File: config.mk
export PLATFORM = sky130hd
export DESIGN_NAME = pnlpc_top
export DESIGN_NICKNAME = d
export VERILOG_FILES = /design/src/shared/pnlpc_pkg.sv /design/src/verilog/pnlpc_top.sv /design/src/verilog/pnlpc_sync.sv /design/src/verilog/pnlpc_seq.sv
export VERILOG_INCLUDE_DIRS = /design/src /design/src/shared
export SDC_FILE = /design/constraint.sdc
export NUM_CORES = 1
export LEC_CHECK = 0
export BUFFER_PORTS_ARGS = -buffer_cell sky130_fd_sc_hd__buf_4
export CORE_ASPECT_RATIO = 2
export CORE_MARGIN = 3
export CORE_UTILIZATION = 59
export DETAILED_ROUTE_END_ITERATION = 8
export PLACE_DENSITY_LB_ADDON = 0.1
export SLEW_MARGIN = 40
export SYNTH_ARGS = -nofsm -noshare
export SYNTH_HDL_FRONTEND = slang
export SYNTH_SLANG_ARGS = --single-unit
File: constraint.sdc
create_clock -name clk_sys -period 2.8 [get_ports clk_sys]
set_input_delay 0.28 -clock clk_sys [delete_from_list [all_inputs] [get_ports clk_sys]]
set_output_delay 0.28 -clock clk_sys [all_outputs]
set_load 0.005 [all_outputs]
File: src/shared/pnlpc_defs.svh
`ifndef PNLPC_DEFS_SVH
`define PNLPC_DEFS_SVH

// ***************************
// Timing
// ***************************
`define PNLPC_CLK_HZ 40000000
`define PNLPC_SEQ_HZ 37500
`define PNLPC_SEQ_DIV ((`PNLPC_CLK_HZ + `PNLPC_SEQ_HZ - 1) / `PNLPC_SEQ_HZ)
`define PNLPC_UP_STEP_US 3400
`define PNLPC_DN_STEP_US 29000
`define PNLPC_UP_STEP ((`PNLPC_UP_STEP_US * `PNLPC_SEQ_HZ + 999999) / 1000000)
`define PNLPC_DN_STEP ((`PNLPC_DN_STEP_US * `PNLPC_SEQ_HZ + 999999) / 1000000)

// ***************************
// Ports and indices
// ***************************
`define PNLPC_IO_INDEX 16'h03d0
`define PNLPC_IO_DATA 16'h03d1
`define PNLPC_IDX_DISP_SEL 8'h01
`define PNLPC_IDX_PWR_DLY 8'h04
`define PNLPC_IDX_PDN_CTL 8'h05
`define PNLPC_IDX_PDN_OPT 8'h06
`define PNLPC_IDX_PIN_POL 8'h08
`define PNLPC_IDX_DRV_CTL 8'h0a
`define PNLPC_IDX_PIN_RTE 8'h0b
`define PNLPC_IDX_PIN_FN 8'h0c

// ***************************
// Reset values and fields
// ***************************
`define PNLPC_RST_DISP_SEL 8'h01
`define PNLPC_RST_PWR_DLY 8'h81
`define PNLPC_RST_PDN_CTL 8'h01
`define PNLPC_RST_ZERO 8'h00
`define PNLPC_PDN_OPT_MASK 8'h07
`define PNLPC_B_CRT_DRIVE 7
`define PNLPC_B_STBY_RFSH 6
`define PNLPC_B_QUIET_TRI 5
`define PNLPC_B_HOST_STBY 4
`define PNLPC_B_PANEL_OFF 3
`define PNLPC_B_SYNC_KEEP 2
`define PNLPC_B_PAL_ACC 1
`define PNLPC_B_PAL_PDN 0
`define PNLPC_B_THRESH 1
`define PNLPC_B_MEMC_TRI 7
`define PNLPC_B_SIMPLE_CS 5
`define PNLPC_B_SWAP_BIAS 3
`define PNLPC_B_COMP_SYNC 2
`define PNLPC_B_LP_DE 1
`define PNLPC_B_AC_DE 0
`define PNLPC_STRAP_WAIT 2'h3

`endif

File: src/shared/pnlpc_pkg.sv
`default_nettype none
package pnlpc_pkg;
	typedef enum logic [1:0] {
		PNLPC_DISP_OFF = 2'b00,
		PNLPC_DISP_CRT = 2'b01,
		PNLPC_DISP_PANEL = 2'b10,
		PNLPC_DISP_RSVD = 2'b11
	} pnlpc_disp_t;

	typedef enum logic [1:0] {
		PNLPC_BKL_ENABLE = 2'b00,
		PNLPC_BKL_COMPOSITE_SYNC_OUT = 2'b01,
		PNLPC_BKL_GPIN = 2'b10,
		PNLPC_BKL_GPOUT = 2'b11
	} pnlpc_bkl_t;

	typedef enum logic [1:0] {
		PNLPC_SEQ_OFF = 2'b00,
		PNLPC_SEQ_UP = 2'b01,
		PNLPC_SEQ_ON = 2'b10,
		PNLPC_SEQ_DOWN = 2'b11
	} pnlpc_seq_t;

	typedef struct packed {
		logic crt_hsync;
		logic crt_vsync;
		logic frame_marker;
		logic line_pulse;
		logic ac_mod;
		logic disp_en;
	} pnlpc_sig_t;

	typedef struct packed {
		logic hsync_out;
		logic vsync_out;
		logic frame_marker_out;
		logic line_pulse_out;
		logic ac_mod_out;
		logic pin61_out;
		logic pin54_out;
		logic pin54_oe;
		logic panel_oe;
		logic panel_pulldown;
		logic mem_c_oe;
		logic video_invert;
	} pnlpc_pins_t;
endpackage
`default_nettype wire

File: src/verilog/pnlpc_top.sv
`include "pnlpc_defs.svh"
`default_nettype none
module pnlpc_top #(
	parameter int SEQ_DIV = `PNLPC_SEQ_DIV
) (
	input wire logic clk_sys,
	input wire logic rst_n,
	input wire logic [15:0] io_addr,
	input wire logic io_wr,
	input wire logic io_rd,
	input wire logic [7:0] io_wdata,
	output logic [7:0] io_rdata,
	input wire logic standby_pin_n,
	input wire logic threshold_strap_pin,
	input wire logic clk32_pin,
	input wire logic general_io_one_pin,
	input wire logic seq_clk_32k_sel,
	input wire logic dac_enabled,
	input wire logic text_mode,
	input wire logic [1:0] misc_sync_pol,
	input wire logic general_io_one_out,
	input wire pnlpc_pkg::pnlpc_sig_t sig_in,
	output pnlpc_pkg::pnlpc_pins_t pins,
	output logic general_io_one_in,
	output logic [7:0] output_drive_control,
	output logic host_standby,
	output logic [2:0] refresh_per_line,
	output logic screen_refresh_en,
	output logic palette_powerdown,
	output logic palette_cpu_access,
	output logic standby_refresh_req
);
	logic [7:0] io_index;
	logic [7:0] display_select_reg;
	logic [7:0] panel_power_delay;
	logic [7:0] power_down_control;
	logic [7:0] panel_power_down_options;
	logic [7:0] panel_pin_polarity;
	logic [7:0] panel_pin_routing;
	logic [7:0] pin_function_control;
	logic [3:0] pin_s;
	logic stby_q;
	logic c32_q;
	logic [10:0] div_cnt;
	logic div_tick;
	logic [1:0] strap_cnt;
	logic seq_powered;
	logic seq_live;
	logic cpu_ok;
	logic wr_data;
	logic stby_rise;
	logic seq_tick;
	logic standby_active;
	logic panel_off;
	logic quiet;
	logic seq_req;
	logic [1:0] sync_pol;
	logic hs;
	logic vs;
	logic cs;
	logic de;
	logic sync_kill;
	logic bias;
	logic bkl;
	logic [7:0] next_rdata;
	pnlpc_pkg::pnlpc_disp_t mode;
	pnlpc_pkg::pnlpc_bkl_t bkl_role;
	pnlpc_pkg::pnlpc_pins_t next_pins;

	// ***************************
	// Pin synchronisers and clocking
	// ***************************
	// Standby enters inverted so the flop reset matches its idle level: no false edge
	pnlpc_sync #(
		.W(4)
	) u_sync (
		.clk_sys(clk_sys),
		.rst_n(rst_n),
		.d({~standby_pin_n, threshold_strap_pin, clk32_pin, general_io_one_pin}),
		.q(pin_s)
	);

	always_ff @(posedge clk_sys or negedge rst_n) begin
		if (!rst_n) begin
			stby_q <= 1'b0;
			c32_q <= 1'b0;
		end else begin
			stby_q <= pin_s[3];
			c32_q <= pin_s[1];
		end
	end

	always_ff @(posedge clk_sys or negedge rst_n) begin
		if (!rst_n) begin
			div_cnt <= 11'h000;
			div_tick <= 1'b0;
		end else begin
			div_tick <= (div_cnt == 11'(SEQ_DIV - 1));
			div_cnt <= (div_cnt == 11'(SEQ_DIV - 1)) ? 11'h000 : div_cnt + 11'h001;
		end
	end

	// External 32 kHz source scales every delay in proportion
	assign seq_tick = seq_clk_32k_sel ? (pin_s[1] & ~c32_q) : div_tick;
	assign stby_rise = stby_q & ~pin_s[3];
	assign standby_active = pin_s[3];
	assign cpu_ok = ~power_down_control[`PNLPC_B_HOST_STBY];
	assign wr_data = io_wr && cpu_ok && io_addr == `PNLPC_IO_DATA;
	assign mode = pnlpc_pkg::pnlpc_disp_t'(display_select_reg[1:0]);
	assign panel_off = power_down_control[`PNLPC_B_PANEL_OFF];
	assign quiet = panel_off || standby_active;
	assign seq_req = (mode == pnlpc_pkg::PNLPC_DISP_PANEL) && !quiet;
	assign bkl_role = pnlpc_pkg::pnlpc_bkl_t'(pin_function_control[7:6]);

	pnlpc_seq u_seq (
		.clk_sys(clk_sys),
		.rst_n(rst_n),
		.tick(seq_tick),
		.req(seq_req),
		.up_dly(panel_power_delay[7:4]),
		.dn_dly(panel_power_delay[3:0]),
		.powered(seq_powered),
		.live(seq_live)
	);

	// ***************************
	// Register file
	// ***************************
	always_ff @(posedge clk_sys or negedge rst_n) begin
		if (!rst_n) begin
			io_index <= `PNLPC_RST_ZERO;
		end else if (io_wr && cpu_ok && io_addr == `PNLPC_IO_INDEX) begin
			io_index <= io_wdata;
		end
	end

	always_ff @(posedge clk_sys or negedge rst_n) begin
		if (!rst_n) begin
			display_select_reg <= `PNLPC_RST_DISP_SEL;
			panel_power_delay <= `PNLPC_RST_PWR_DLY;
			panel_power_down_options <= `PNLPC_RST_ZERO;
			panel_pin_polarity <= `PNLPC_RST_ZERO;
			panel_pin_routing <= `PNLPC_RST_ZERO;
			pin_function_control <= `PNLPC_RST_ZERO;
		end else if (wr_data) begin
			case (io_index)
				`PNLPC_IDX_DISP_SEL: display_select_reg <= io_wdata;
				`PNLPC_IDX_PWR_DLY: panel_power_delay <= io_wdata;
				`PNLPC_IDX_PDN_OPT: panel_power_down_options <= io_wdata & `PNLPC_PDN_OPT_MASK;
				`PNLPC_IDX_PIN_POL: panel_pin_polarity <= io_wdata;
				`PNLPC_IDX_PIN_RTE: panel_pin_routing <= io_wdata;
				`PNLPC_IDX_PIN_FN: pin_function_control <= io_wdata;
				default: ;
			endcase
		end
	end

	// Pin release of standby wins over a same-cycle write setting it
	always_ff @(posedge clk_sys or negedge rst_n) begin
		if (!rst_n) begin
			power_down_control <= `PNLPC_RST_PDN_CTL;
		end else if (stby_rise) begin
			power_down_control[`PNLPC_B_HOST_STBY] <= 1'b0;
		end else if (wr_data && io_index == `PNLPC_IDX_PDN_CTL) begin
			power_down_control <= io_wdata;
		end
	end

	// Strap is sampled once the synchroniser holds a settled value
	always_ff @(posedge clk_sys or negedge rst_n) begin
		if (!rst_n) begin
			strap_cnt <= 2'h0;
			output_drive_control <= `PNLPC_RST_ZERO;
		end else if (strap_cnt != `PNLPC_STRAP_WAIT) begin
			strap_cnt <= strap_cnt + 2'h1;
			output_drive_control[`PNLPC_B_THRESH] <= pin_s[2];
		end else if (wr_data && io_index == `PNLPC_IDX_DRV_CTL) begin
			output_drive_control <= io_wdata;
		end
	end

	always_comb begin
		case (io_index)
			`PNLPC_IDX_DISP_SEL: next_rdata = display_select_reg;
			`PNLPC_IDX_PWR_DLY: next_rdata = panel_power_delay;
			`PNLPC_IDX_PDN_CTL: next_rdata = power_down_control;
			`PNLPC_IDX_PDN_OPT: next_rdata = panel_power_down_options;
			`PNLPC_IDX_PIN_POL: next_rdata = panel_pin_polarity;
			`PNLPC_IDX_DRV_CTL: next_rdata = output_drive_control;
			`PNLPC_IDX_PIN_RTE: next_rdata = panel_pin_routing;
			`PNLPC_IDX_PIN_FN: next_rdata = pin_function_control;
			default: next_rdata = 8'h00;
		endcase
	end

	always_ff @(posedge clk_sys or negedge rst_n) begin
		if (!rst_n) begin
			io_rdata <= 8'h00;
		end else if (io_rd && cpu_ok) begin
			io_rdata <= (io_addr == `PNLPC_IO_INDEX) ? io_index :
				(io_addr == `PNLPC_IO_DATA) ? next_rdata : 8'h00;
		end
	end

	// ***************************
	// Sync and panel signal shaping
	// ***************************
	always_comb begin
		sync_pol = (mode == pnlpc_pkg::PNLPC_DISP_CRT) ? misc_sync_pol :
			panel_pin_polarity[7:6];
		hs = sig_in.crt_hsync ^ sync_pol[0];
		vs = sig_in.crt_vsync ^ sync_pol[1];
		cs = (sig_in.crt_hsync | sig_in.crt_vsync) ^ sync_pol[0];
		de = sig_in.disp_en ^ panel_pin_polarity[1];
		sync_kill = (!dac_enabled && !panel_power_down_options[`PNLPC_B_SYNC_KEEP]) ||
			panel_off || (mode == pnlpc_pkg::PNLPC_DISP_PANEL && quiet);
		bias = seq_powered;
		bkl = seq_powered;
		next_pins = '0;
		next_pins.mem_c_oe = !panel_pin_routing[`PNLPC_B_MEMC_TRI];
		next_pins.video_invert = text_mode ? panel_pin_polarity[4] :
			panel_pin_polarity[5];
		if (sync_kill) begin
			next_pins.hsync_out = 1'b0;
			next_pins.vsync_out = 1'b0;
			cs = 1'b0;
		end else if (panel_pin_routing[`PNLPC_B_COMP_SYNC]) begin
			next_pins.hsync_out = cs;
			next_pins.vsync_out = vs;
		end else begin
			next_pins.hsync_out = panel_pin_routing[`PNLPC_B_SIMPLE_CS] ? cs : hs;
			next_pins.vsync_out = vs;
		end
		// Live covers the power-down delay, so panel signals outlast the request
		if (seq_live) begin
			next_pins.panel_oe = 1'b1;
			next_pins.frame_marker_out = sig_in.frame_marker ^ panel_pin_polarity[3];
			next_pins.line_pulse_out = panel_pin_routing[`PNLPC_B_LP_DE] ? de :
				sig_in.line_pulse ^ panel_pin_polarity[2];
			next_pins.ac_mod_out = panel_pin_routing[`PNLPC_B_AC_DE] ? de : sig_in.ac_mod;
		end else if ((mode == pnlpc_pkg::PNLPC_DISP_PANEL &&
			!power_down_control[`PNLPC_B_QUIET_TRI]) ||
			(mode != pnlpc_pkg::PNLPC_DISP_PANEL &&
			power_down_control[`PNLPC_B_CRT_DRIVE])) begin
			// Driven inactive: idle level follows each programmed polarity
			next_pins.panel_oe = 1'b1;
			next_pins.frame_marker_out = panel_pin_polarity[3];
			next_pins.line_pulse_out = panel_pin_routing[`PNLPC_B_LP_DE] ?
				panel_pin_polarity[1] : panel_pin_polarity[2];
			next_pins.ac_mod_out = panel_pin_routing[`PNLPC_B_AC_DE] & panel_pin_polarity[1];
		end else begin
			next_pins.panel_pulldown = 1'b1;
		end
		next_pins.pin61_out = panel_pin_routing[`PNLPC_B_SWAP_BIAS] ? bkl : bias;
		next_pins.pin54_oe = 1'b1;
		case (bkl_role)
			pnlpc_pkg::PNLPC_BKL_ENABLE:
				next_pins.pin54_out = panel_pin_routing[`PNLPC_B_SWAP_BIAS] ? bias : bkl;
			pnlpc_pkg::PNLPC_BKL_COMPOSITE_SYNC_OUT: next_pins.pin54_out = cs;
			pnlpc_pkg::PNLPC_BKL_GPIN: next_pins.pin54_oe = 1'b0;
			pnlpc_pkg::PNLPC_BKL_GPOUT: next_pins.pin54_out = general_io_one_out;
			default: next_pins.pin54_out = 1'b0;
		endcase
	end

	// ***************************
	// Output flops
	// ***************************
	always_ff @(posedge clk_sys or negedge rst_n) begin
		if (!rst_n) begin
			pins <= '0;
			general_io_one_in <= 1'b0;
		end else begin
			pins <= next_pins;
			if (bkl_role == pnlpc_pkg::PNLPC_BKL_GPIN) begin
				general_io_one_in <= pin_s[0];
			end
		end
	end

	always_ff @(posedge clk_sys or negedge rst_n) begin
		if (!rst_n) begin
			screen_refresh_en <= 1'b0;
			palette_powerdown <= 1'b0;
			palette_cpu_access <= 1'b1;
			standby_refresh_req <= 1'b0;
		end else begin
			screen_refresh_en <= !panel_off && mode != pnlpc_pkg::PNLPC_DISP_OFF;
			palette_powerdown <= panel_off &&
				panel_power_down_options[`PNLPC_B_PAL_PDN];
			palette_cpu_access <= !(panel_off && panel_power_down_options[`PNLPC_B_PAL_PDN]) ||
				panel_power_down_options[`PNLPC_B_PAL_ACC];
			standby_refresh_req <= standby_active && seq_tick &&
				power_down_control[`PNLPC_B_STBY_RFSH];
		end
	end

	assign host_standby = power_down_control[`PNLPC_B_HOST_STBY];
	assign refresh_per_line = power_down_control[2:0];
endmodule
`default_nettype wire

File: src/verilog/pnlpc_sync.sv
`default_nettype none
module pnlpc_sync #(
	parameter int W = 1
) (
	input wire logic clk_sys,
	input wire logic rst_n,
	input wire logic [W-1:0] d,
	output logic [W-1:0] q
);
	logic [W-1:0] meta;

	always_ff @(posedge clk_sys or negedge rst_n) begin
		if (!rst_n) begin
			meta <= '0;
			q <= '0;
		end else begin
			meta <= d;
			q <= meta;
		end
	end
endmodule
`default_nettype wire

File: src/verilog/pnlpc_seq.sv
`include "pnlpc_defs.svh"
`default_nettype none
module pnlpc_seq #(
	parameter int UP_STEP = `PNLPC_UP_STEP,
	parameter int DN_STEP = `PNLPC_DN_STEP
) (
	input wire logic clk_sys,
	input wire logic rst_n,
	input wire logic tick,
	input wire logic req,
	input wire logic [3:0] up_dly,
	input wire logic [3:0] dn_dly,
	output logic powered,
	output logic live
);
	pnlpc_pkg::pnlpc_seq_t state;
	logic [13:0] cnt;
	logic [13:0] target;

	// ***************************
	// Sequencer
	// ***************************
	// Delay is latched on entering power-up and power-down so a rewrite cannot cut one short
	always_ff @(posedge clk_sys or negedge rst_n) begin
		if (!rst_n) begin
			state <= pnlpc_pkg::PNLPC_SEQ_OFF;
			cnt <= 14'h0000;
			target <= 14'h0000;
			powered <= 1'b0;
			live <= 1'b0;
		end else begin
			case (state)
				pnlpc_pkg::PNLPC_SEQ_OFF: begin
					if (req) begin
						state <= pnlpc_pkg::PNLPC_SEQ_UP;
						cnt <= 14'h0000;
						target <= 14'(up_dly * UP_STEP);
						live <= 1'b1;
					end
				end
				pnlpc_pkg::PNLPC_SEQ_UP: begin
					if (!req) begin
						state <= pnlpc_pkg::PNLPC_SEQ_OFF;
						live <= 1'b0;
					end else if (cnt >= target) begin
						state <= pnlpc_pkg::PNLPC_SEQ_ON;
						powered <= 1'b1;
					end else if (tick) begin
						cnt <= cnt + 14'h0001;
					end
				end
				pnlpc_pkg::PNLPC_SEQ_ON: begin
					if (!req) begin
						state <= pnlpc_pkg::PNLPC_SEQ_DOWN;
						cnt <= 14'h0000;
						target <= 14'(dn_dly * DN_STEP);
						powered <= 1'b0;
					end
				end
				pnlpc_pkg::PNLPC_SEQ_DOWN: begin
					if (cnt >= target) begin
						state <= pnlpc_pkg::PNLPC_SEQ_OFF;
						live <= 1'b0;
					end else if (tick) begin
						cnt <= cnt + 14'h0001;
					end
				end
				default: state <= pnlpc_pkg::PNLPC_SEQ_OFF;
			endcase
		end
	end
endmodule
`default_nettype wire

* Word-level counts from Yosys, hierarchy flattened
Index checks and enable logic that the tools add are counted.
** Word-level totals
- Register bits after elaboration :: 148
- Input bits :: 44
- Output and inout bits :: 37
- Logic and storage cells :: 186
** Operators by class
- Add/sub/neg operators :: 3
- Multipliers :: 1
- Order comparisons :: 1
- Eq/ne operators :: 28
- Mux-type cells :: 48
- Bitwise gates (word level) :: 16
- Reduce and logical (&&, ||, !) cells :: 48
** Operators with widths (number)
- two-way mux 14 bit :: 7
- case mux 8 bit (8 select lines) :: 1
- case mux 14 bit (4 select lines) :: 1
- == test 16 x 10 -> 1 bit, second input constant :: 2
- == test 8 x 4 -> 1 bit, second input constant :: 4
- case mux 14 bit (2 select lines) :: 1
- == test 8 x 3 -> 1 bit, second input constant :: 3
- two-way mux 1 bit :: 19
- two-way mux 2 bit :: 9
- two-way mux 8 bit :: 2
- AND reduction 2 bit :: 8
- logical AND 1 bit :: 15
- adder 14 x 1 -> 14 bit, second input constant :: 1
- >= comparator 14 bit :: 1
- AND reduction 4 bit :: 3
- adder 11 x 1 -> 11 bit, second input constant :: 1
- == test 11 bit, second input constant :: 1
- two-way mux 11 bit :: 1
- == test 2 bit, second input constant :: 5
- nonzero test 2 bit :: 5
- == test 8 x 1 -> 1 bit, second input constant :: 1
- multiplier 4 x 5 -> 8 bit, second input constant :: 1
- != test 2 x 1 -> 1 bit, second input constant :: 4
- != test 2 bit, second input constant :: 4
- 17 further kinds :: 45

* Longest topological paths before layout
Gate-level depths: netlist of run 1.
- Depth after elaboration :: 7
- Gate-level depth with buffers :: 9
- Depth with buffers taken out :: 7

* Cells and area by module
A second synthesis of run 1 with hierarchy kept.
** Second synthesis, totals
- Cells, all modules :: 631
- Area total of the unflattened synthesis :: 7014.2 sq um
** By module, submodules not included
- pnlpc_top :: instances 1, cells each 420, area each 5094.9 sq um
- pnlpc_seq :: instances 1, cells each 203, area each 1719.1 sq um
- pnlpc_sync :: instances 1, cells each 8, area each 200.2 sq um

* Worst setup path before layout of run 1
OpenSTA, ideal clock, no wires.
- Kind :: reg2reg
- Start point :: reg io_index[5]
- End point :: reg pin_function_control[0]
- Library setup time :: 0.125 ns
- Data arrival time :: 2.292 ns
- Data required time :: 2.675 ns
- Slack :: 0.383 ns
- Cell stages (with the launch flop) :: 7
- Buffers on the path :: 2
- Clock period less this slack :: 2.417 ns
- Cells stage by stage :: dfrtp_1 -> or4_1 -> buf_6 -> or3_1 -> buf_6 -> nor4_4 -> mux2_2
** Between the ends
- Cells in the longest elaborated chain, start to end :: 2
** RTL lines
- start: declaration :: RTL line pnlpc_top.sv:33 : logic [7:0] io_index;
- start signal: assignment :: RTL line pnlpc_top.sv:131 : io_index <= `PNLPC_RST_ZERO;
- start signal: assignment :: RTL line pnlpc_top.sv:133 : io_index <= io_wdata;
- == test 8 x 4 -> 1 bit :: RTL line pnlpc_top.sv:146 : case (io_index)
- AND reduction 2 bit (no source line)
- end signal: assignment :: RTL line pnlpc_top.sv:144 : pin_function_control <= `PNLPC_RST_ZERO;
- end signal: assignment :: RTL line pnlpc_top.sv:152 : `PNLPC_IDX_PIN_FN: pin_function_control <= io_wdata;
- end: declaration :: RTL line pnlpc_top.sv:40 : logic [7:0] pin_function_control;
Every way passes these cells.
A chain may end at the register's enable or synchronous reset.

* Worst setup path after layout of run 1
- Start point :: reg u_seq.cnt[11]
- End point :: reg u_seq.cnt[12]
** Between the ends
- Cells in the longest elaborated chain, start to end :: 5
- Elaborated cells between the ends (all ways) :: 6
- Those cells by class :: add/sub (1); order compare (1); mux (4)
** RTL lines
- start: declaration :: RTL line pnlpc_seq.sv:17 : logic [13:0] cnt;
- start signal: assignment :: RTL line pnlpc_seq.sv:49 : cnt <= cnt + 14'h0001;
- start signal: assignment :: RTL line pnlpc_seq.sv:65 : cnt <= cnt + 14'h0001;
- adder 14 x 1 -> 14 bit :: RTL line pnlpc_seq.sv:49, pnlpc_seq.sv:65
- two-way mux 14 bit :: RTL line pnlpc_seq.sv:48, pnlpc_seq.sv:64
- two-way mux 14 bit * :: RTL line pnlpc_seq.sv:61 : if (cnt >= target) begin
- two-way mux 14 bit :: RTL line pnlpc_seq.sv:42 : if (!req) begin
- case mux 14 bit (4 select lines) * :: RTL line pnlpc_seq.sv:32 : case (state)
Mark *: on every way between the ends. The rest lies on a longest branch, timed or not. The select of a mux whose other input is x is not followed.

==> flow_summary.rst, run 1 <==
.. list-table::
   :header-rows: 1

   * - Metric
     - Value
   * - Via/cell ratio
     - 6.302
   * - Final number of setup-violating endpoints
     - 0
   * - Fin Setup TNS
     - 0 ns
   * - Peak per-stage delay on the critical path
     - 0.60 ns
   * - Via count
     - 5552
   * - Part of the Yosys area used for sequential elements
     - 0.5092
   * - Share of post-route cells with drive strength above 1
     - 0.3112
   * - Worst Path Max Fanout
     - 15
   * - Path type of the worst min-delay path
     - in2reg
   * - Power density relative to cell area
     - 518.5 nW/um^2
   * - Total of buffers placed on input and output ports
     - 80
   * - Via count of the first global-routing pass
     - 6136
   * - Slowest CP cell
     - or4_1
   * - Kind of start point of the critical path
     - flop
   * - Clock-pin slew on the worst setup and hold paths
     - 0.06 ns
   * - M2 GR Usage
     - 0.5526
   * - Crit path time final
     - 2.609 ns
   * - Insertion delay to the later sink of the worst-skew pair
     - 0.42 ns
   * - Worst clock skew on the final layout
     - 0.006939 ns
   * - Clock root buffer master
     - clkbuf_16
   * - 1st-iter DRT viols
     - 329
   * - Met1 usage
     - 0.2971
   * - CTS sink cnt
     - 142
   * - Tightest slew margin relative to the limit
     - 0.4719
   * - Number of library cell types mapped by synthesis
     - 60
   * - DIE AREA
     - 13270 sq um
   * - Number of warning messages in the yosys log
     - 0
   * - Synthesis-stage register bit count
     - 142
   * - Regs by FF count
     - u_seq.cnt x14, pins x12, div_cnt x11
   * - Slew @ Worst Pin
     - 0.7887 ns
   * - Number of CTS-inserted buffers
     - 17
   * - Area leader, netlist
     - dfrtp_1
   * - Std-Cell Rows
     - 55
   * - RSZ-0062 raised after global routing
     - false
   * - Most common cell in the synthesized netlist
     - dfrtp_1
   * - Max_cap viols
     - 0
   * - Utilization of the core after routing
     - 0.7440
   * - Leading post-synthesis cells by cell area
     - dfrtp_1 49%, mux2_2 12%, nand2_1 2.4%
   * - Maximum buffer depth of the clock tree
     - 2
   * - Global-route wire length before repair
     - 31150 microns
   * - Worst setup EP type
     - flop
   * - Most frequent CP cell
     - a211oi_1
   * - Cell count after synthesis
     - 619
   * - Area share of the largest cell type after synthesis
     - 0.4904
   * - Antenna violations before repair
     - 0
   * - Width of the die
     - 82.97 microns
   * - Final max-slew violation count
     - 0
   * - Number of synthesized flops with an enable pin
     - 0
   * - Hold violation count in the final report
     - 0
   * - Remaining routing DRC violations
     - 0
   * - CTS H-tree depth
     - 4
   * - Core area
     - 11420 sq um
   * - Highest attainable clock frequency
     - 383.4 MHz
   * - Post-synthesis cell area
     - 6990 sq um
   * - DP Wirelength
     - 14110 microns
   * - Asr flop ratio synth
     - 1.000
   * - Leakage power
     - 3.987 nW
   * - Synthesized area per cell
     - 11.29 sq um
   * - Antenna diode instance count
     - 0
   * - # IOs
     - 81
   * - Crit Path Class
     - reg2reg
   * - Peak supply drop
     - 0.4767 mV
   * - Final worst-path cycle share
     - 0.9316
   * - Crit path required time
     - 3.13 ns
   * - Synthesized net count
     - 676
   * - Final WL
     - 19010 microns
   * - Global-route usage over all layers
     - 0.3003
   * - Fin nets
     - 783
   * - Remaining number of nets flagged by the antenna check after routing
     - 0
   * - Detailed Routing Iterations Pass 1
     - 5
   * - Run status
     - finished, final reports clean
   * - Starting utilization of the core area
     - 0.6119
   * - Number of instances in the placed design
     - 844
   * - Average wire per cell in the routed design
     - 21.58 microns
   * - Primary FF master, synth
     - dfrtp_1
   * - Maximum number of pins on one net before global-route repair
     - 49
   * - Most Used Layer, Global Route
     - met2
   * - Data arrival time of the critical path
     - 2.94 ns
   * - Number of flip-flops under the largest register name
     - 14
   * - Cell-by-cell trace of the critical path
     - ha_1 > a211oi_1 > nor2_1 > or3_1 > or4_1 > a211oi_1
   * - Post-synth top cells
     - 137 x dfrtp_1, 76 x mux2_2, 44 x nand2_1
   * - Placer's final routability congestion estimate
     - 0.9074
   * - Vertical die dimension
     - 159.9 microns
   * - Global route overflow
     - 0
   * - Clock tree from TritonCTS
     - yes
   * - Met3 global-route usage
     - 0.05472
   * - Area growth syn-to-layout
     - 21.59%
   * - Register bank with the most flops
     - u_seq.cnt
   * - Number of cells in the finished layout apart from fillers
     - 881
report_power, final:
| group | total [mW] | internal (mW) | switching, mW |
|---|---|---|---|
| combinational | 0.152 | 0.0628 | 0.0892 |
| clock | 2.19 | 1.27 | 0.923 |
| sequential | 2.07 | 2.06 | 0.00455 |
| total | 4.41 | 3.39 | 1.02 |
kinds of logic (layout without fill, tap and decap cells):
family,after synthesis,after routing,synth area share
compound gates,106,106,0.1095
flops,142,142,0.5092
xor+xnor,14,14,0.01754
buf+inv,48,168,0.02971
fa+ha+maj,13,13,0.02327
simple gates,205,205,0.1668
mux,91,91,0.1439
worst max-delay path: cells and delay by family, from the launching register on:
kind                     cells  cell delay (ns)
adder cells (fa/ha/maj)      1             0.33
AND/OR/NAND/NOR              3             1.26
AO/OA/AOI/OAI                2             0.50
flip-flops                   1             0.43
cell usage in the layout, fill, tap and decap left out, drive strengths merged, types with 14 or more instances in the layout:
cell type,count
buf,109
dfrtp,137
nor4,18
o21ai,15
mux2i,15
nand2,44
a22oi,14
nor2,35
clkbuf,19
inv,29
nand3,23
mux2,76
timing repair:
action | in CTS | in global routing
setup endpoints to repair | 0 | 0
hold endpoints to repair | 47 | 0
hold buffers | 5 | 0
gates resized for setup | 0 | 0
setup buffers | 0 | 0
stage by stage:
| step | hold WS, ns | setup slack (ns) | total power [mW] | area, sq um |
|---|---|---|---|---|
| final | 0.1023 | 0.1914 | 4.407 | 8499 |
| after global routing | 0.09651 | 0.02569 | 4.562 | 8499 |
| after CTS | 0.09037 | 0.2193 | 4.443 | 8499 |
| after detailed placement | 0.2454 | 0.2190 | 2.251 | 7878 |
| after global placement | 0.2453 | 0.2765 | 2.247 | 7878 |
| after floorplan | -0.01559 | 0.3832 | 2.126 | 6990 |
cell type report:
class	count	area, sq um
Tap cell	142	177.7
Fill cell	804	2924
Clock inverter	13	128.9
Timing Repair Buffer	114	884.6
Multi-Input combinational cell	429	3223
Sequential cell	142	3560
Clock buffer	19	442.9
Inverter	22	82.58
path summary, 6_finish.rpt:
check / slack [ns] / start / cells past startpoint / endpoint
setup / recovery: 0.19 / u_seq.cnt[11] / 6 / u_seq.cnt[12]
hold / removal: 0.10 / text_mode / 2 / pins[0]
setup reg to reg: 0.19 / u_seq.cnt[11] / 6 / u_seq.cnt[12]
hold reg to reg: 0.36 / u_sync.meta[3] / 0 / u_sync.q[3]
max in group asynchronous: 1.68 / rst_n / 3 / palette_cpu_access
min in group asynchronous: 0.36 / rst_n / 2 / div_cnt[4]
routing by layer:
metal	part of all wire	wire length, microns	up-vias
met5	0	0	-
met4	0.069	1321	0
met3	0.040	758	91
met2	0.56	10580	213
met1	0.33	6344	2724
li1	-	-	2524
No activity file was read; power rests on OpenSTA's default activity.
==> run 2: changes to the inputs <==
--- a/config.mk
+++ b/config.mk
@@ -9,7 +9,7 @@
 export BUFFER_PORTS_ARGS = -buffer_cell sky130_fd_sc_hd__buf_4
 export CORE_ASPECT_RATIO = 2
 export CORE_MARGIN = 3
-export CORE_UTILIZATION = 59
+export CORE_UTILIZATION = 53
 export DETAILED_ROUTE_END_ITERATION = 8
 export PLACE_DENSITY_LB_ADDON = 0.1
 export SLEW_MARGIN = 40
==> constraint.sdc (replaced) <==
create_clock -name clk_sys -period 2.2 [get_ports clk_sys]
set_input_delay 0.22 -clock clk_sys [delete_from_list [all_inputs] [get_ports clk_sys]]
set_output_delay 0.22 -clock clk_sys [all_outputs]
set_load 0.005 [all_outputs]
==> run 2 against run 1 <==
  * The flow now finishes with violations (negative setup slack)
  * Global-route usage shrank 0.45 points
  * Largest power group unchanged
  * Non-clock buffer count grew 56
  * Utilization shrank 2.3 points
  * Wire length grew 10%
  * Clock power grew 29%
==> flow_summary.rst, run 2 (same netlist as run 1, synthesis figures left out) <==
.. list-table::
   :header-rows: 1

   * - Metric
     - Value
   * - Launching point of the worst reg2reg path
     - u_seq.cnt[10]
   * - Share of post-route cells with drive strength above 1
     - 0.4025
   * - Via count of the first global-routing pass
     - 6284
   * - FF-to-FF setup slack
     - -0.09 ns
   * - Clock root buffer master
     - clkbuf_16
   * - Power density relative to cell area
     - 614.4 nW/um^2
   * - Switching power share of the total
     - 0.2354
   * - Vertical die dimension
     - 168.4 microns
   * - Path type of the worst min-delay path
     - in2reg
   * - Worst Path Max Fanout
     - 4
   * - DIE AREA
     - 14690 sq um
   * - Kind of start point of the critical path
     - flop
   * - Startpoint of the worst hold path
     - text_mode
   * - Commonest non-fill, non-tap cell in the layout
     - buf_4
   * - Pre-CTS setup slack
     - -0.09448 ns
   * - Layout Cell Area excl Fill
     - 9213 sq um
   * - Std-Cell Rows
     - 58
   * - Starting utilization of the core area
     - 0.5473
   * - Commonest cells after routing, fill and taps aside
     - 150 x buf_4, 135 x dfrtp_1, 73 x mux2_2
   * - Net switching power
     - 1.332 mW
   * - Regs by FF count
     - u_seq.cnt x14, pins x12, div_cnt x11
   * - Peak per-stage delay on the critical path
     - 0.50 ns
   * - Met3 wire len
     - 679 microns
   * - Tightest slew margin relative to the limit
     - 0.6254
   * - Global route overflow
     - 0
   * - Endpoint of the most critical register-to-register path
     - u_seq.cnt[12]
   * - Power share of the sequential group
     - 0.464
   * - Highest attainable clock frequency
     - 437.4 MHz
   * - Clock tree from TritonCTS
     - yes
   * - Highest signal layer in the routed design
     - met4
   * - Fin nets
     - 839
   * - Minimum setup slack in the final design
     - -0.08611 ns
   * - Global-route usage over all layers
     - 0.2957
   * - Cell-by-cell trace of the critical path
     - ha_4 > nand4_1 > buf_4 > nor4_4 > or3_4 > or4_4 > a211oi_2
   * - Hold violation count in the final report
     - 0
   * - Worst setup EP type
     - flop
   * - Placer's final routability congestion estimate
     - 0.8680
   * - Crit Path Class
     - reg2reg
   * - Utilization of the core after routing
     - 0.7213
   * - Area growth syn-to-layout
     - 31.79%
   * - Routed metal-1 wire length
     - 6901 microns
   * - Antenna violations before repair
     - 0
   * - Hold path depth
     - 2
   * - Via/cell ratio
     - 6.185
   * - Internal power component
     - 4.328 mW
   * - Insertion delay to the later sink of the worst-skew pair
     - 0.42 ns
   * - R2R cell count
     - 7
   * - Remaining routing DRC violations
     - 0
   * - Fraction of power consumed by the clock network
     - 0.498
   * - Fin Setup TNS
     - -0.2014 ns
   * - Number of flip-flops under the largest register name
     - 14
   * - Final WL
     - 20920 microns
   * - Share of total power in combinational logic
     - 0.038
   * - Maximum number of pins on one net before global-route repair
     - 58
   * - Number of instances in the placed design
     - 897
   * - Antenna diode instance count
     - 0
   * - Data arrival time of the critical path
     - 2.60 ns
   * - Crit path required time
     - 2.52 ns
   * - Detailed Routing Iterations Pass 1
     - 6
   * - RSZ-0062 raised after global routing
     - true
   * - Length of routed met2 wiring
     - 12010 microns
   * - Violated checks
     - negative setup slack
   * - Slowest CP cell
     - or4_4
   * - Worst Hold Path EP
     - pins[0]
   * - Clock-pin slew on the worst setup and hold paths
     - 0.07 ns
   * - Crit path time final
     - 2.286 ns
   * - Max_cap viols
     - 0
   * - Register bank with the most flops
     - u_seq.cnt
   * - Total of buffers placed on input and output ports
     - 80
   * - Final number of setup-violating endpoints
     - 4
   * - # IOs
     - 81
   * - Width of the die
     - 87.21 microns
   * - 1st-iter DRT viols
     - 301
   * - Final max-slew violation count
     - 0
   * - Global-route wire length before repair
     - 33110 microns
   * - DP Wirelength
     - 15290 microns
   * - Maximum buffer depth of the clock tree
     - 2
   * - CTS H-tree depth
     - 4
   * - Run status
     - finished with violations
   * - Remaining number of nets flagged by the antenna check after routing
     - 0
   * - Average wire per cell in the routed design
     - 22.14 microns
   * - Final Hold Slack
     - 0.05032 ns
   * - Number of cells in the finished layout apart from fillers
     - 945
   * - Total chip power
     - 5.660 mW
   * - Final worst-path cycle share
     - 1.039
   * - CTS sink cnt
     - 142
   * - Core area
     - 12770 sq um
   * - Via count
     - 5845
   * - Number of CTS-inserted buffers
     - 17
   * - Total cell area at the placement stage
     - 8280 sq um
   * - Slew @ Worst Pin
     - 0.5619 ns
   * - Worst clock skew on the final layout
     - 0.01013 ns
   * - Leakage power
     - 4.298 nW
   * - Peak supply drop
     - 0.5782 mV
run 2: area by class of cell:
| class | count | area, sq um |
|---|---|---|
| Timing Repair Buffer | 170 | 1374 |
| Inverter | 22 | 82.58 |
| Clock inverter | 13 | 127.6 |
| Multi-Input combinational cell | 429 | 3436 |
| Sequential cell | 142 | 3562 |
| Fill cell | 955 | 3560 |
| Clock buffer | 19 | 442.9 |
| Tap cell | 150 | 187.7 |
run 2: critical path, delay by kind of cell (launching register included):
| family | cells | cell delay [ns] |
|---|---|---|
| and+or+nand+nor | 4 | 1.09 |
| DFF | 1 | 0.44 |
| adders and majority gates | 1 | 0.25 |
| AOI/OAI and AO/OA | 1 | 0.25 |
| buffers and inverters | 1 | 0.15 |
run 2: worst max path at each step:
stage	start	endpoint	slack, ns
2_1_floorplan	io_index[5]	pin_function_control[0]	-0.14
3_3_place_gp	u_seq.target[11]	u_seq.cnt[9]	-0.08
3_5_place_dp	u_seq.target[11]	u_seq.cnt[10]	-0.09
4_1_cts	u_seq.cnt[12]	u_seq.cnt[7]	-0.05
5_1_grt	u_seq.target[13]	u_seq.cnt[12]	-0.16
6_report	u_seq.cnt[10]	u_seq.cnt[12]	-0.09
run 2: timing repair:
action                                  CTS  global route
pin swaps                                 4            23
cloned                                    0             1
hold buffers                              5             0
endpoints found under the hold margin    56             0
endpoints found under the setup margin   18            61
resized for setup                        11            37
setup buffers                             2             8
run 2: power groups by stage:
stage	clock network, mW	registers (mW)	logic [mW]
finish	2.82	2.63	0.214
global route	2.96	2.63	0.235
CTS	2.84	2.63	0.212
detailed placement	0	2.68	0.203
global placement	0	2.68	0.198
floorplan	0	2.68	0.0288
run 2: layer usage:
| layer | global-route usage | up-vias |
|---|---|---|
| met2 | 0.5574 | 200 |
| met3 | 0.03967 | 88 |
| li1 | - | 2634 |
| met4 | 0.1730 | 0 |
| met1 | 0.2948 | 2923 |
| met5 | 0 | - |
==> run 3: changes to the inputs <==
--- a/config.mk
+++ b/config.mk
@@ -6,6 +6,7 @@
 export SDC_FILE = /design/constraint.sdc
 export NUM_CORES = 1
 export LEC_CHECK = 0
+export ABC_CLOCK_PERIOD_IN_PS = 2200
 export BUFFER_PORTS_ARGS = -buffer_cell sky130_fd_sc_hd__buf_4
 export CORE_ASPECT_RATIO = 2
 export CORE_MARGIN = 3
@@ -16,3 +17,4 @@
 export SYNTH_ARGS = -nofsm -noshare
 export SYNTH_HDL_FRONTEND = slang
 export SYNTH_SLANG_ARGS = --single-unit
+export TNS_END_PERCENT = 20
==> run 3 against run 2 <==
  * The flow still finishes with violations (negative setup slack)
  * Hold slack gained 0.00080 ns
  * Sequential power is essentially flat
  * Wire length shrank 3.9%
  * Total power shrank 1.5%
  * Cell area shrank 0.54%
  * Clock skew grew 0.00080 ns
  * Global-route usage shrank 0.84 points
  * Largest power group unchanged
==> flow_summary.rst, run 3 (same netlist as run 1, synthesis figures left out) <==
.. list-table::
   :header-rows: 1

   * - Metric
     - Value
   * - Clock-pin slew on the worst setup and hold paths
     - 0.06 ns
   * - Clock root buffer master
     - clkbuf_16
   * - Fin nets
     - 841
   * - Final max-slew violation count
     - 0
   * - Run status
     - finished with violations
   * - Via count of the first global-routing pass
     - 6332
   * - Maximum number of pins on one net before global-route repair
     - 52
   * - Data arrival time of the critical path
     - 2.54 ns
   * - Final WL
     - 20110 microns
   * - DP Wirelength
     - 15260 microns
   * - Hold violation count in the final report
     - 0
   * - Slew @ Worst Pin
     - 0.4865 ns
   * - Worst Path Max Fanout
     - 12
   * - Global route overflow
     - 0
   * - Area growth syn-to-layout
     - 31.07%
   * - Width of the die
     - 87.21 microns
   * - Minimum setup slack in the final design
     - -0.01946 ns
   * - Remaining routing DRC violations
     - 0
   * - Number of instances in the placed design
     - 906
   * - # IOs
     - 81
   * - Layout Cell Area excl Fill
     - 9163 sq um
   * - Peak supply drop
     - 0.8435 mV
   * - Final worst-path cycle share
     - 1.009
   * - Commonest cells after routing, fill and taps aside
     - 161 x buf_4, 137 x dfrtp_1, 76 x mux2_2
   * - Clock tree from TritonCTS
     - yes
   * - Kind of start point of the critical path
     - flop
   * - Area occupied by multi-input gates
     - 3420 sq um
   * - Crit Path Class
     - reg2reg
   * - DIE AREA
     - 14690 sq um
   * - Worst setup EP type
     - flop
   * - RSZ-0062 raised after global routing
     - true
   * - CTS H-tree depth
     - 4
   * - Max_cap viols
     - 0
   * - CTS sink cnt
     - 142
   * - Remaining number of nets flagged by the antenna check after routing
     - 0
   * - Number of flip-flops under the largest register name
     - 14
   * - Crit path time final
     - 2.219 ns
   * - Power density relative to cell area
     - 608.6 nW/um^2
   * - 1st-iter DRT viols
     - 274
   * - Maximum buffer depth of the clock tree
     - 2
   * - Path type of the worst min-delay path
     - in2reg
   * - Final number of setup-violating endpoints
     - 1
   * - Insertion delay to the later sink of the worst-skew pair
     - 0.42 ns
   * - Utilization of the core after routing
     - 0.7174
   * - Area taken by flip-flops and latches
     - 3560 sq um
   * - Crit path required time
     - 2.53 ns
   * - Number of CTS-inserted buffers
     - 17
   * - Global-route usage over all layers
     - 0.2873
   * - Number of cells in the finished layout apart from fillers
     - 947
   * - Vertical die dimension
     - 168.4 microns
   * - Std-Cell Rows
     - 58
   * - Final Hold Slack
     - 0.05112 ns
   * - Fin Setup TNS
     - -0.01946 ns
   * - Tightest slew margin relative to the limit
     - 0.6722
   * - Total of buffers placed on input and output ports
     - 80
   * - Total cell area at the placement stage
     - 8318 sq um
   * - Leakage power
     - 4.300 nW
   * - Via/cell ratio
     - 6.075
   * - Commonest non-fill, non-tap cell in the layout
     - buf_4
   * - Antenna diode instance count
     - 0
   * - Highest attainable clock frequency
     - 450.6 MHz
   * - Via count
     - 5753
   * - Violated checks
     - negative setup slack
   * - Worst clock skew on the final layout
     - 0.01093 ns
   * - Regs by FF count
     - u_seq.cnt x14, pins x12, div_cnt x11
   * - Detailed Routing Iterations Pass 1
     - 5
   * - Average wire per cell in the routed design
     - 21.24 microns
   * - Fill cells
     - 942
   * - Placer's final routability congestion estimate
     - 0.9185
   * - Register bank with the most flops
     - u_seq.cnt
   * - Core area
     - 12770 sq um
   * - Antenna violations before repair
     - 0
   * - Global-route wire length before repair
     - 32070 microns
   * - Pre-CTS setup slack
     - -0.2684 ns
   * - Total chip power
     - 5.576 mW
   * - Share of post-route cells with drive strength above 1
     - 0.3940
   * - Starting utilization of the core area
     - 0.5473
-- run 3: cell types whose count changed in the layout (fill, tap and decap cells not counted), sizes merged --
cell,delta
clkinv,+2
clkinvlp,-1
bufinv,-1
or3,+1
buf,+1
-- run 3: layout make-up --
cell class | count | area share
tap | 150 | 0.02048
sequential | 142 | 0.3885
timing repair buffer | 171 | 0.1464
inverter | 22 | 0.009013
clock buffer | 19 | 0.04943
multi-input combinational | 430 | 0.3732
clock inverter | 13 | 0.01297
-- run 3: metal layers --
metal	wire length (microns)	vias to the layer above	part of all wire	GRT usage
met5	0	-	0	0
met2	11590	177	0.58	0.5488
met4	1399	0	0.070	0.1830
met1	6595	2859	0.33	0.2646
li1	-	2644	-	-
met3	523	73	0.026	0.04995
-- run 3: timing repair --
item,in CTS,in global routing
hold endpoints to repair,52,0
setup endpoints to repair,27,37
hold buffers,5,0
setup buffers,1,2
gates resized for setup,13,22
pin swaps,5,5
gates cloned,1,0
-- run 3: report_power, final --
group | switching [mW] | internal [mW] | leakage, nW
Clock | 1.20 | 1.55 | 0.277
Combinational | 0.118 | 0.0886 | 2.17
Sequential | 0.00483 | 2.62 | 1.85
-- run 3: worst max-delay path, cell delays in order, from the launching register on --
cell and delay (ns):
dfrtp_1 0.41, ha_1 0.32, nand4_1 0.20, buf_4 0.14, a211o_1 0.10, nand2_1 0.05
buf_4 0.18, or4_4 0.52, a211oi_2 0.19
-- run 3: final timing paths --
path                                              to  cells after the start  slack (ns)           start
worst max-delay path                   u_seq.cnt[12]                      8       -0.02   u_seq.cnt[13]
worst min-delay path                         pins[0]                      2        0.05       text_mode
worst max register to register         u_seq.cnt[12]                      8       -0.02   u_seq.cnt[13]
worst min register to register           u_sync.q[1]                      0        0.35  u_sync.meta[1]
max in group asynchronous       panel_power_delay[0]                      3        1.12           rst_n
min in group asynchronous                 div_cnt[4]                      2        0.32           rst_n
